--- config.mk ---
export PLATFORM = sky130hd
export DESIGN_NAME = dual_interval_timer_8bit
export DESIGN_NICKNAME = d
export VERILOG_FILES = /design/src/logic/dual_timer_pkg.sv /design/src/logic/dual_interval_timer_8bit.sv
export SDC_FILE = /design/constraint.sdc
export NUM_CORES = 1
export LEC_CHECK = 0
export BUFFER_PORTS_ARGS = -buffer_cell sky130_fd_sc_hd__buf_2
export CAP_MARGIN = 20
export CORE_MARGIN = 4
export CORE_UTILIZATION = 25
export DETAILED_ROUTE_END_ITERATION = 8
export REMOVE_ABC_BUFFERS = 1
export SLEW_MARGIN = 30
export SYNTH_ARGS = -nofsm -noshare
export SYNTH_HDL_FRONTEND = slang
export SYNTH_SLANG_ARGS = --single-unit
--- constraint.sdc ---
create_clock -name CLK_SYS -period 2.9 [get_ports CLK_SYS]
set_input_delay 0.435 -clock CLK_SYS [delete_from_list [all_inputs] [get_ports CLK_SYS]]
set_output_delay 0.435 -clock CLK_SYS [all_outputs]
set_load 0.03 [all_outputs]
--- src/logic/dual_timer_pkg.sv ---
// constants shared by the dual interval timer and its bench
package dual_timer_pkg;

	// ==========================================================
	// register indices (byte address is four times the index)
	localparam logic [15:0] IDX_DUAL_TIMER_CONTROL = 16'hfe3c;
	localparam logic [15:0] IDX_FIRST_TIMER_PERIOD = 16'hfe3e;
	localparam logic [15:0] IDX_SECOND_TIMER_PERIOD = 16'hfe3f;
	localparam logic [15:0] IDX_EVENT_STATUS = 16'hfe40;
	localparam logic [15:0] IDX_EVENT_MASK = 16'hfe41;
	localparam logic [15:0] IDX_FIRST_TIMER_COUNTER = 16'hfe42;
	localparam logic [15:0] IDX_SECOND_TIMER_COUNTER = 16'hfe43;

	// ==========================================================
	// control register fields
	localparam int FIRST_IRQ_ENABLE_BIT = 0;
	localparam int FIRST_OVERFLOW_FLAG_BIT = 1;
	localparam int SECOND_IRQ_ENABLE_BIT = 2;
	localparam int SECOND_OVERFLOW_FLAG_BIT = 3;
	localparam int FIRST_CLOCK_SELECT_LO_BIT = 4;
	localparam int SECOND_CLOCK_SELECT_LO_BIT = 6;

	// ==========================================================
	// reset values
	localparam logic [7:0] CONTROL_RESET = 8'h00;
	localparam logic [7:0] PERIOD_RESET = 8'h00;
	localparam logic [1:0] EVENT_RESET = 2'h0;

	// ==========================================================
	// count clocks in cycle periods, and prescaler terminal counts
	localparam int COUNT_CLOCK_SEL1_TCYC = 4;
	localparam int COUNT_CLOCK_SEL2_TCYC = 16;
	localparam int COUNT_CLOCK_SEL3_TCYC = 64;
	localparam logic [5:0] PRESCALE_TERM_SEL1 = 6'(COUNT_CLOCK_SEL1_TCYC - 1);
	localparam logic [5:0] PRESCALE_TERM_SEL2 = 6'(COUNT_CLOCK_SEL2_TCYC - 1);
	localparam logic [5:0] PRESCALE_TERM_SEL3 = 6'(COUNT_CLOCK_SEL3_TCYC - 1);

	// ==========================================================
	// bus encodings
	localparam logic [1:0] HTRANS_NONSEQ = 2'h2;
	localparam logic HRESP_OKAY = 1'b0;

endpackage : dual_timer_pkg

--- src/logic/dual_interval_timer_8bit.sv ---
// two 8-bit interval timers with prescalers behind an AHB-Lite slave
//
// Function
// - each timer is an 8-bit counter behind its own 6-bit prescaler
// - first timer select 00 holds reset; 01/10/11 count every 4/16/64 cycles
// - second timer select 00 holds reset; 01/10/11 count every 4/16/64 cycles
// - first counter wraps to 0 after reaching its period, setting its flag
// - second counter wraps to 0 after reaching its period, setting its flag
// - timer period is (period value plus one) times the count clock
// - first select (control bits 5:4) zero stops the counter at 0
// - second select (control bits 7:6) zero stops the counter at 0
// - writing first period while running clears its prescaler and counter
// - writing second period while running clears its prescaler and counter
// - first overflow flag, control bit 1, sets once per period and sticks
// - second overflow flag, control bit 3, sets once per period and sticks
// - first enable bit 0 with its flag requests the shared vector
// - second enable bit 2 with its flag requests the shared vector
`timescale 1ns/10ps

module dual_interval_timer_8bit (
	// clock and reset
	input wire logic CLK_SYS,
	input wire logic SRST,
	// ahb-lite slave
	input wire logic HSEL,
	input wire logic [31:0] HADDR,
	input wire logic [1:0] HTRANS,
	input wire logic HWRITE,
	input wire logic [2:0] HSIZE,
	input wire logic [31:0] HWDATA,
	input wire logic HREADY,
	output logic [31:0] HRDATA,
	output logic HREADYOUT,
	output logic HRESP,
	// interrupts
	output logic VECTOR_REQ,
	output logic IRQ
);
	import dual_timer_pkg::*;

	// ==========================================================
	// bus slave
	logic addr_take;
	logic wr_act_r;
	logic [15:0] wr_idx_r;
	logic rd_wait_r;
	logic [15:0] rd_idx_r;
	logic addr_hit;
	logic [31:0] rd_val;
	logic [31:0] hrdata_r;

	logic [7:0] ctrl_r;
	logic [7:0] ctrl_nxt;
	logic [1:0] evt_r;
	logic [1:0] evt_nxt;
	logic [1:0] mask_r;
	logic [7:0] per_r [2];
	logic [7:0] cnt_r [2];
	logic [5:0] pre_r [2];
	logic [1:0] ovf_ev;
	logic [1:0] per_wr;

	// only whole-word accesses are expected; size is not checked
	assign addr_take = HSEL && HREADY && HTRANS[1];
	assign addr_hit = (HADDR[31:18] == 14'h0000);

	always_ff @(posedge CLK_SYS) begin
		if (SRST) begin
			wr_act_r <= 1'b0;
			wr_idx_r <= 16'h0000;
		end else begin
			wr_act_r <= addr_take && HWRITE && addr_hit;
			wr_idx_r <= HADDR[17:2];
		end
	end

	// reads take one wait state so the data comes from a flop after any write
	always_ff @(posedge CLK_SYS) begin
		if (SRST) begin
			rd_wait_r <= 1'b0;
			rd_idx_r <= 16'h0000;
		end else begin
			rd_wait_r <= addr_take && !HWRITE;
			rd_idx_r <= addr_hit ? HADDR[17:2] : 16'h0000;
		end
	end

	always_comb begin
		rd_val = 32'h0000_0000;
		unique case (rd_idx_r)
			IDX_DUAL_TIMER_CONTROL: rd_val = {24'h000000, ctrl_r};
			IDX_FIRST_TIMER_PERIOD: rd_val = {24'h000000, per_r[0]};
			IDX_SECOND_TIMER_PERIOD: rd_val = {24'h000000, per_r[1]};
			IDX_EVENT_STATUS: rd_val = {30'h00000000, evt_r};
			IDX_EVENT_MASK: rd_val = {30'h00000000, mask_r};
			IDX_FIRST_TIMER_COUNTER: rd_val = {24'h000000, cnt_r[0]};
			IDX_SECOND_TIMER_COUNTER: rd_val = {24'h000000, cnt_r[1]};
			default: rd_val = 32'h0000_0000;
		endcase
	end

	always_ff @(posedge CLK_SYS) begin
		if (SRST) begin
			hrdata_r <= 32'h0000_0000;
		end else if (rd_wait_r) begin
			hrdata_r <= rd_val;
		end
	end

	assign HRDATA = hrdata_r;
	assign HREADYOUT = !rd_wait_r;
	assign HRESP = HRESP_OKAY;

	// ==========================================================
	// control register
	assign per_wr[0] = wr_act_r && (wr_idx_r == IDX_FIRST_TIMER_PERIOD);
	assign per_wr[1] = wr_act_r && (wr_idx_r == IDX_SECOND_TIMER_PERIOD);

	always_comb begin
		ctrl_nxt = ctrl_r;
		if (wr_act_r && (wr_idx_r == IDX_DUAL_TIMER_CONTROL)) begin
			ctrl_nxt = HWDATA[7:0];
			// a written one keeps a flag, a zero clears it; software cannot set one
			ctrl_nxt[FIRST_OVERFLOW_FLAG_BIT] = HWDATA[FIRST_OVERFLOW_FLAG_BIT] && ctrl_r[FIRST_OVERFLOW_FLAG_BIT];
			ctrl_nxt[SECOND_OVERFLOW_FLAG_BIT] = HWDATA[SECOND_OVERFLOW_FLAG_BIT] && ctrl_r[SECOND_OVERFLOW_FLAG_BIT];
		end
		if (ovf_ev[0]) begin
			ctrl_nxt[FIRST_OVERFLOW_FLAG_BIT] = 1'b1;
		end
		if (ovf_ev[1]) begin
			ctrl_nxt[SECOND_OVERFLOW_FLAG_BIT] = 1'b1;
		end
	end

	always_ff @(posedge CLK_SYS) begin
		if (SRST) begin
			ctrl_r <= CONTROL_RESET;
		end else begin
			ctrl_r <= ctrl_nxt;
		end
	end

	// ==========================================================
	// the two timers
	for (genvar i = 0; i < 2; i++) begin : g_timer
		logic [1:0] sel;
		logic run;
		logic [5:0] term;
		logic tick;

		assign sel = (i == 0) ? ctrl_r[FIRST_CLOCK_SELECT_LO_BIT +: 2] : ctrl_r[SECOND_CLOCK_SELECT_LO_BIT +: 2];
		assign run = (sel != 2'h0);

		always_comb begin
			term = PRESCALE_TERM_SEL1;
			unique case (sel)
				2'h0: term = PRESCALE_TERM_SEL1;
				2'h1: term = PRESCALE_TERM_SEL1;
				2'h2: term = PRESCALE_TERM_SEL2;
				2'h3: term = PRESCALE_TERM_SEL3;
			endcase
		end

		assign tick = run && (pre_r[i] == term);
		// period spans (period+1) count clocks; a period write cancels the event
		assign ovf_ev[i] = tick && (cnt_r[i] == per_r[i]) && !per_wr[i];

		always_ff @(posedge CLK_SYS) begin
			if (SRST) begin
				per_r[i] <= PERIOD_RESET;
			end else if (per_wr[i]) begin
				per_r[i] <= HWDATA[7:0];
			end
		end

		always_ff @(posedge CLK_SYS) begin
			if (SRST || !run || per_wr[i]) begin
				pre_r[i] <= 6'h00;
			end else if (tick) begin
				pre_r[i] <= 6'h00;
			end else begin
				pre_r[i] <= pre_r[i] + 6'h01;
			end
		end

		always_ff @(posedge CLK_SYS) begin
			if (SRST || !run || per_wr[i]) begin
				cnt_r[i] <= 8'h00;
			end else if (tick) begin
				cnt_r[i] <= (cnt_r[i] == per_r[i]) ? 8'h00 : cnt_r[i] + 8'h01;
			end
		end
	end

	// ==========================================================
	// interrupts
	assign VECTOR_REQ = (ctrl_r[FIRST_IRQ_ENABLE_BIT] && ctrl_r[FIRST_OVERFLOW_FLAG_BIT])
		|| (ctrl_r[SECOND_IRQ_ENABLE_BIT] && ctrl_r[SECOND_OVERFLOW_FLAG_BIT]);

	always_comb begin
		evt_nxt = evt_r;
		if (wr_act_r && (wr_idx_r == IDX_EVENT_STATUS)) begin
			evt_nxt = evt_r & ~HWDATA[1:0];
		end
		// set beats a same-cycle write-one clear
		evt_nxt = evt_nxt | ovf_ev;
	end

	always_ff @(posedge CLK_SYS) begin
		if (SRST) begin
			evt_r <= EVENT_RESET;
			mask_r <= EVENT_RESET;
		end else begin
			evt_r <= evt_nxt;
			if (wr_act_r && (wr_idx_r == IDX_EVENT_MASK)) begin
				mask_r <= HWDATA[1:0];
			end
		end
	end

	assign IRQ = |(evt_r & mask_r);

endmodule : dual_interval_timer_8bit

==> reports/qor.yml, run 1 <==
cts_tree: "built"
ios: 110
grt-ovfl-total: 0
drt-initial-drc-count: 252
hold_viol_final: 0
layout_common_cells: "dfxtp_1 (54), buf_2 (54), edfxtp_1 (44)"
die-area_um2: 20800
place_hpwl_um: 7620
outcome: "finished, final reports clean"
setup_viol: 0
postRouteWirelength_um: 9910
worst-setup-path-type: "reg -> reg"
powerDensity_nw_per_um2: 513
crit_fanout: 14
rsz0062_at_grt: "no"
critPathArrivalTime_ps: 2230
critPathLaunch: "wr_idx_r[8]$_SDFF_PP0_"
ys_types: 50
drtPass1Iterations: 6
yosysSeqAreaShare_pct: 51.8
max_slew_margin_pct: 52.6
route.detailed.drc: 0
drv_cap: 0
ys_ff_latch: 98
endpoint: "cnt_r[1][7]$_SDFFCE_PP0P_"
portBuffers: 54
synth_edf_count: 44
ant_nets: 0
yosys-top-cells-area: "edfxtp_1 (28%), dfxtp_1 (23%), and2_1 (4.4%), buf_4 (4.0%), xor2_1 (3.8%)"
finalCritPeriodShare_pct: 77.3
synth_area_um2: 4640
cts_root_buffer: "clkbuf_16"
cts-resized-gates: 0
antenna_found_initial: 2
skew_ps: 11.8
hp-class: "in -> reg"
start_util_pct: 25.7
gp_congestion: 0.802
postSynthCellCount: 438
finalMaxSlewViolations: 0
r2r_slack_ps: 660
synthArstFlopShare_pct: 0
synth_largest_area_cell: "edfxtp_1"
worst_r2r_endpoint: "cnt_r[1][7]$_SDFFCE_PP0P_"
clk_latency_ps: 350
clock-sinks: 98
worstPathCellList: "nand4bb_1 -> nor4_1 -> buf_4 -> a31o_2 -> or3b_2"
numCtsBuffers: 9
peakVddDrop_v: 0.000261
grt_pass1_wl_um: 16300
antennaDiodeCount: 0
totalPowerFinal_mw: 2.77
worstPathRequired_ps: 2890
cp_slowest_cell: "or3b_2"
endpoint_kind: "flop"
nets: 582
yosysWarnings: 0
fin_util_pct: 29.9
fin_tns_setup_ps: 0
die_w_um: 144
cts.path.max_buffers: 2
die_h_um: 144
grt_use_total_pct: 10.1
syn_avg_cell_area_um2: 10.6
grt_max_degree: 21
hold_start: "HWRITE"
cts_setup_buffers: 0
max_slew.worst_pin.slew_ps: 710
dr_total_vias: 3138
rows: 49
worst_setup_path_start_kind: "flop"
areaGrowthSynthToFinish_pct: 16.4
drt-wirelength-per-cell_um: 13.4
max_stage_delay_ps: 450
grt_pass1_vias: 3153
vias_per_cell: 4.25
p_leak_nw: 2.12
drive_above_1_share_pct: 17.9
core_um2: 18100
synth_top_area_share_pct: 28.5
synth_ff_type: "dfxtp_1"
fmax_mhz: 446
finalCriticalPeriod_ps: 2240
rr_startpoint: "wr_idx_r[8]$_SDFF_PP0_"
h-tree-depth: 3
cts_hold_buf: 0
r2r_cells: 5
clk_pin_slew_worst_paths_ps: 70
area by class of cell:
type                       instances  area (µm²)
inverter                          10        37.5
sequential                        98        2400
multi-input combinational        327        2080
fill                            1857       12700
clock inverter                     2        17.5
tap                              229         287
clock buffer                      14         277
timing repair buffer              58         300
worst max-delay path, delay by kind of cell (launching register included):
kind / cells / cell delay, ps
and+or+nand+nor: 3 / 1050
DFF: 1 / 300
buffers and inverters: 1 / 180
AOI/OAI and AO/OA: 1 / 350
flip-flops by register name (all words and copies together), names as in the netlist, 8 cells and up:
signal    cells
rd_idx_r     16
pre_r        12
wr_idx_r     16
ctrl_r        8
cnt_r        16
per_r        16
HRDATA        8
Yosys cell counts (2+ instances only):
| master | n |
|---|---|
| inv_1 | 10 |
| nor2_1 | 39 |
| or3_1 | 2 |
| a22o_1 | 2 |
| or4_1 | 2 |
| xnor2_1 | 16 |
| edfxtp_1 | 44 |
| dfxtp_1 | 54 |
| nand4_1 | 6 |
| nor4_1 | 7 |
| conb_1 | 2 |
| a211o_1 | 2 |
| and4b_1 | 2 |
| nor2_2 | 7 |
| and3_1 | 9 |
| o21ai_0 | 17 |
| clkbuf_1 | 8 |
| nor3b_1 | 3 |
| nor2b_1 | 23 |
| xor2_1 | 20 |
| a221oi_1 | 2 |
| nand3b_1 | 2 |
| a222oi_1 | 6 |
| mux4_2 | 2 |
| mux2i_1 | 14 |
| or4b_1 | 3 |
| nand3_1 | 16 |
| buf_2 | 4 |
| a31o_2 | 2 |
| o31ai_1 | 2 |
| buf_4 | 25 |
| and2_1 | 33 |
| ha_1 | 4 |
| nor3_1 | 11 |
| and4_1 | 2 |
| a2bb2oi_1 | 2 |
| nand2_1 | 20 |
routing by layer:
metal	track usage [%]	part of all wire [%]	up-vias
met2	15.3	45	68
met4	3.39	1.6	4
li1	-	-	1616
met5	0	0.20	-
met1	13.5	47	1437
met3	3.41	5.8	13
worst min-delay path by stage:
stage               cells after the start                endpoint  slack (ps)
finish                                  2    rd_wait_r$_SDFF_PP0_         290
global route                            2    rd_wait_r$_SDFF_PP0_         270
CTS                                     2    rd_wait_r$_SDFF_PP0_         280
detailed placement                      2  HRDATA[2]$_SDFFE_PP0P_         440
global placement                        2  HRDATA[0]$_SDFFE_PP0P_         430
floorplan                               2  mask_r[0]$_SDFFE_PP0P_         480
kinds of logic (layout without fill, tap and decap cells):
family                   count (synthesis)  after routing  synth area share, %
AND/OR/NAND/NOR                        196            196                 24.0
flip-flops                              98             98                 51.8
buffers and inverters                   48             84                 6.17
AO/OA/AOI/OAI                           38             38                 6.01
XOR/XNOR                                36             36                 6.79
multiplexers                            16             16                 3.99
adder cells (fa/ha/maj)                  4              4                 1.08
other                                    2             37                0.162
power breakdown:
group          internal (mW)  total [mW]  switching (mW)
Clock                  0.666        1.16           0.497
Sequential              1.46        1.48          0.0170
Combinational         0.0439       0.133          0.0888
Total                   2.17        2.77           0.603
per-stage QoR:
stage	instance area [µm²]	cells	setup slack [ps]	hold WS [ps]
2_1_floorplan	4520	435	855	481
3_3_place_gp	5110	722	678	433
3_5_place_dp	5110	722	648	439
4_1_cts	5410	738	643	279
5_1_grt	5410	738	499	273
6_report	5410	738	659	285
Note: power is estimated with default switching activity, not from simulation.
==> inputs of run 2 (changes only) <==
clock period = 1.93 ns   (was 2.9 ns; I/O delays follow)
==> run 2 against run 1 <==
Net effect: the flow now finishes with violations (negative setup slack); clock skew shrank 3.4 ps; clock-buffer cell count shrank 1; combinational power grew 65%; power grew 53%; register-to-register slack lost 700 ps; critical path type unchanged.
==> reports/qor.yml, run 2 (synthesized netlist as in run 1, its figures left out) <==
worstPathRequired_ps: 2130
rows: 49
hp-class: "in -> reg"
grt_pass1_vias: 3177
max_slew.worst_pin.slew_ps: 519
route.detailed.drc: 0
antennaDiodeCount: 0
h-tree-depth: 3
antenna_found_initial: 2
internal-power_mw: 3.34
endpoint_kind: "flop"
rsz0062_at_grt: "yes"
outcome: "complete, but fails checks"
layout_common_cells: "dfxtp_1 (54), buf_2 (54), buf_4 (45)"
peakVddDrop_v: 0.000389
fin_area_um2: 5780
core_um2: 18100
use_met1_pct: 13.6
crit_fanout: 8
worst_setup_path_start_kind: "flop"
cp_slowest_cell: "or4b_4"
cts.path.max_buffers: 2
violations: "negative setup slack"
grtUsageMet3_pct: 2.71
power_switching_mw: 0.911
vias_per_cell: 4.29
die-area_um2: 20800
finalCritPeriodShare_pct: 102
cts_root_buffer: "clkbuf_16"
cts_tree: "built"
die_w_um: 144
drt-initial-drc-count: 177
ios: 110
grt_use_met2_pct: 15.6
hold_viol_final: 0
grt_use_total_pct: 10.2
gp_congestion: 0.788
grt-ovfl-total: 0
p_leak_nw: 2.35
grt_pass1_wl_um: 16300
postRouteWirelength_um: 10300
areaGrowthSynthToFinish_pct: 24.5
power.share.clock_pct: 42.7
setup_slack_ps: -45.0
drv_cap: 0
max_slew_margin_pct: 65.3
cts_hold_buf: 0
powerDensity_nw_per_um2: 735
critPathArrivalTime_ps: 2180
die_h_um: 144
drtPass1Iterations: 6
post_dp_cell_area_um2: 5400
critPathTopFamily: "simple AND/OR/NAND/NOR gates"
dr_total_vias: 3343
combPwrFrac_pct: 5.1
crit_buf_inv: 0
worstPathCellList: "or3_1 -> a21boi_2 -> o221ai_2 -> or4b_4 -> nor2_4"
max_stage_delay_ps: 630
nets: 623
sequentialPowerShare_pct: 52.1
ant_nets: 0
grt-busiest-layer: "met2"
holdWs_ps: 143
clk_pin_slew_worst_paths_ps: 70
clock-sinks: 98
start_util_pct: 25.7
portBuffers: 54
numCtsBuffers: 9
drive_above_1_share_pct: 26.7
setup_viol: 8
place_hpwl_um: 8120
finalMaxSlewViolations: 0
skew_ps: 8.46
clk_latency_ps: 340
fmax_mhz: 506
drt-wirelength-per-cell_um: 13.2
grt_max_degree: 28
finalCriticalPeriod_ps: 1970
swShare_pct: 21.4
worst-setup-path-type: "reg -> reg"
==> run 2: cell type report <==
type                            instances  area (µm²)
Fill cell                            1846       12300
Sequential cell                        98        2400
Multi-Input combinational cell        327        2140
Timing Repair Buffer                   99         608
Clock buffer                           13         294
Tap cell                              229         287
Inverter                               10        37.5
Clock inverter                          3        16.3
==> run 2: repair_timing <==
action | in CTS | in global routing
pin swaps | 3 | 9
endpoints found under the setup margin | 30 | 42
hold endpoints to repair | 0 | 0
setup buffers | 1 | 2
cloned | 0 | 0
gates resized for setup | 2 | 15
==> run 2: per-layer routing <==
metal	vias to the layer above	part of all wire, %
met5	-	0.21
met4	4	2.0
met3	14	5.2
met2	78	46
met1	1551	47
li1	1696	-
==> run 2: final timing paths <==
kind                                   from                   endpoint  slack [ps]  cells after the start
setup / recovery  pre_r[1][4]$_SDFFCE_PN0P_  cnt_r[1][7]$_SDFFCE_PP0P_         -40                      5
hold / removal                       HWRITE       rd_wait_r$_SDFF_PP0_         140                      2
setup reg to reg  pre_r[1][4]$_SDFFCE_PN0P_  cnt_r[1][7]$_SDFFCE_PP0P_         -40                      5
hold reg to reg      HRDATA[6]$_SDFFE_PP0P_     HRDATA[6]$_SDFFE_PP0P_         450                      2
==> run 2: power by group through the flow <==
stage	clock, mW	combinational, mW	sequential (mW)
after global routing	1.97	0.243	2.22
after global placement	0	0.212	2.26
after floorplan	0	0.119	2.26
final	1.82	0.219	2.22
after detailed placement	0	0.214	2.26
after CTS	1.88	0.216	2.22
==> run 2: stage by stage <==
| step | cells | TNS [ps] | setup slack, ps | total power [mW] | utilization [%] |
|---|---|---|---|---|---|
| finish | 779 | -194 | -45.0 | 4.25 | 32.0 |
| global route | 779 | -2140 | -163 | 4.43 | 32.0 |
| CTS | 777 | -288 | -50.6 | 4.31 | 31.6 |
| detailed placement | 760 | -839 | -49.8 | 2.48 | 29.8 |
| global placement | 760 | -473 | -28.4 | 2.47 | 29.8 |
| floorplan | 435 | -1990 | -115 | 2.38 | - |
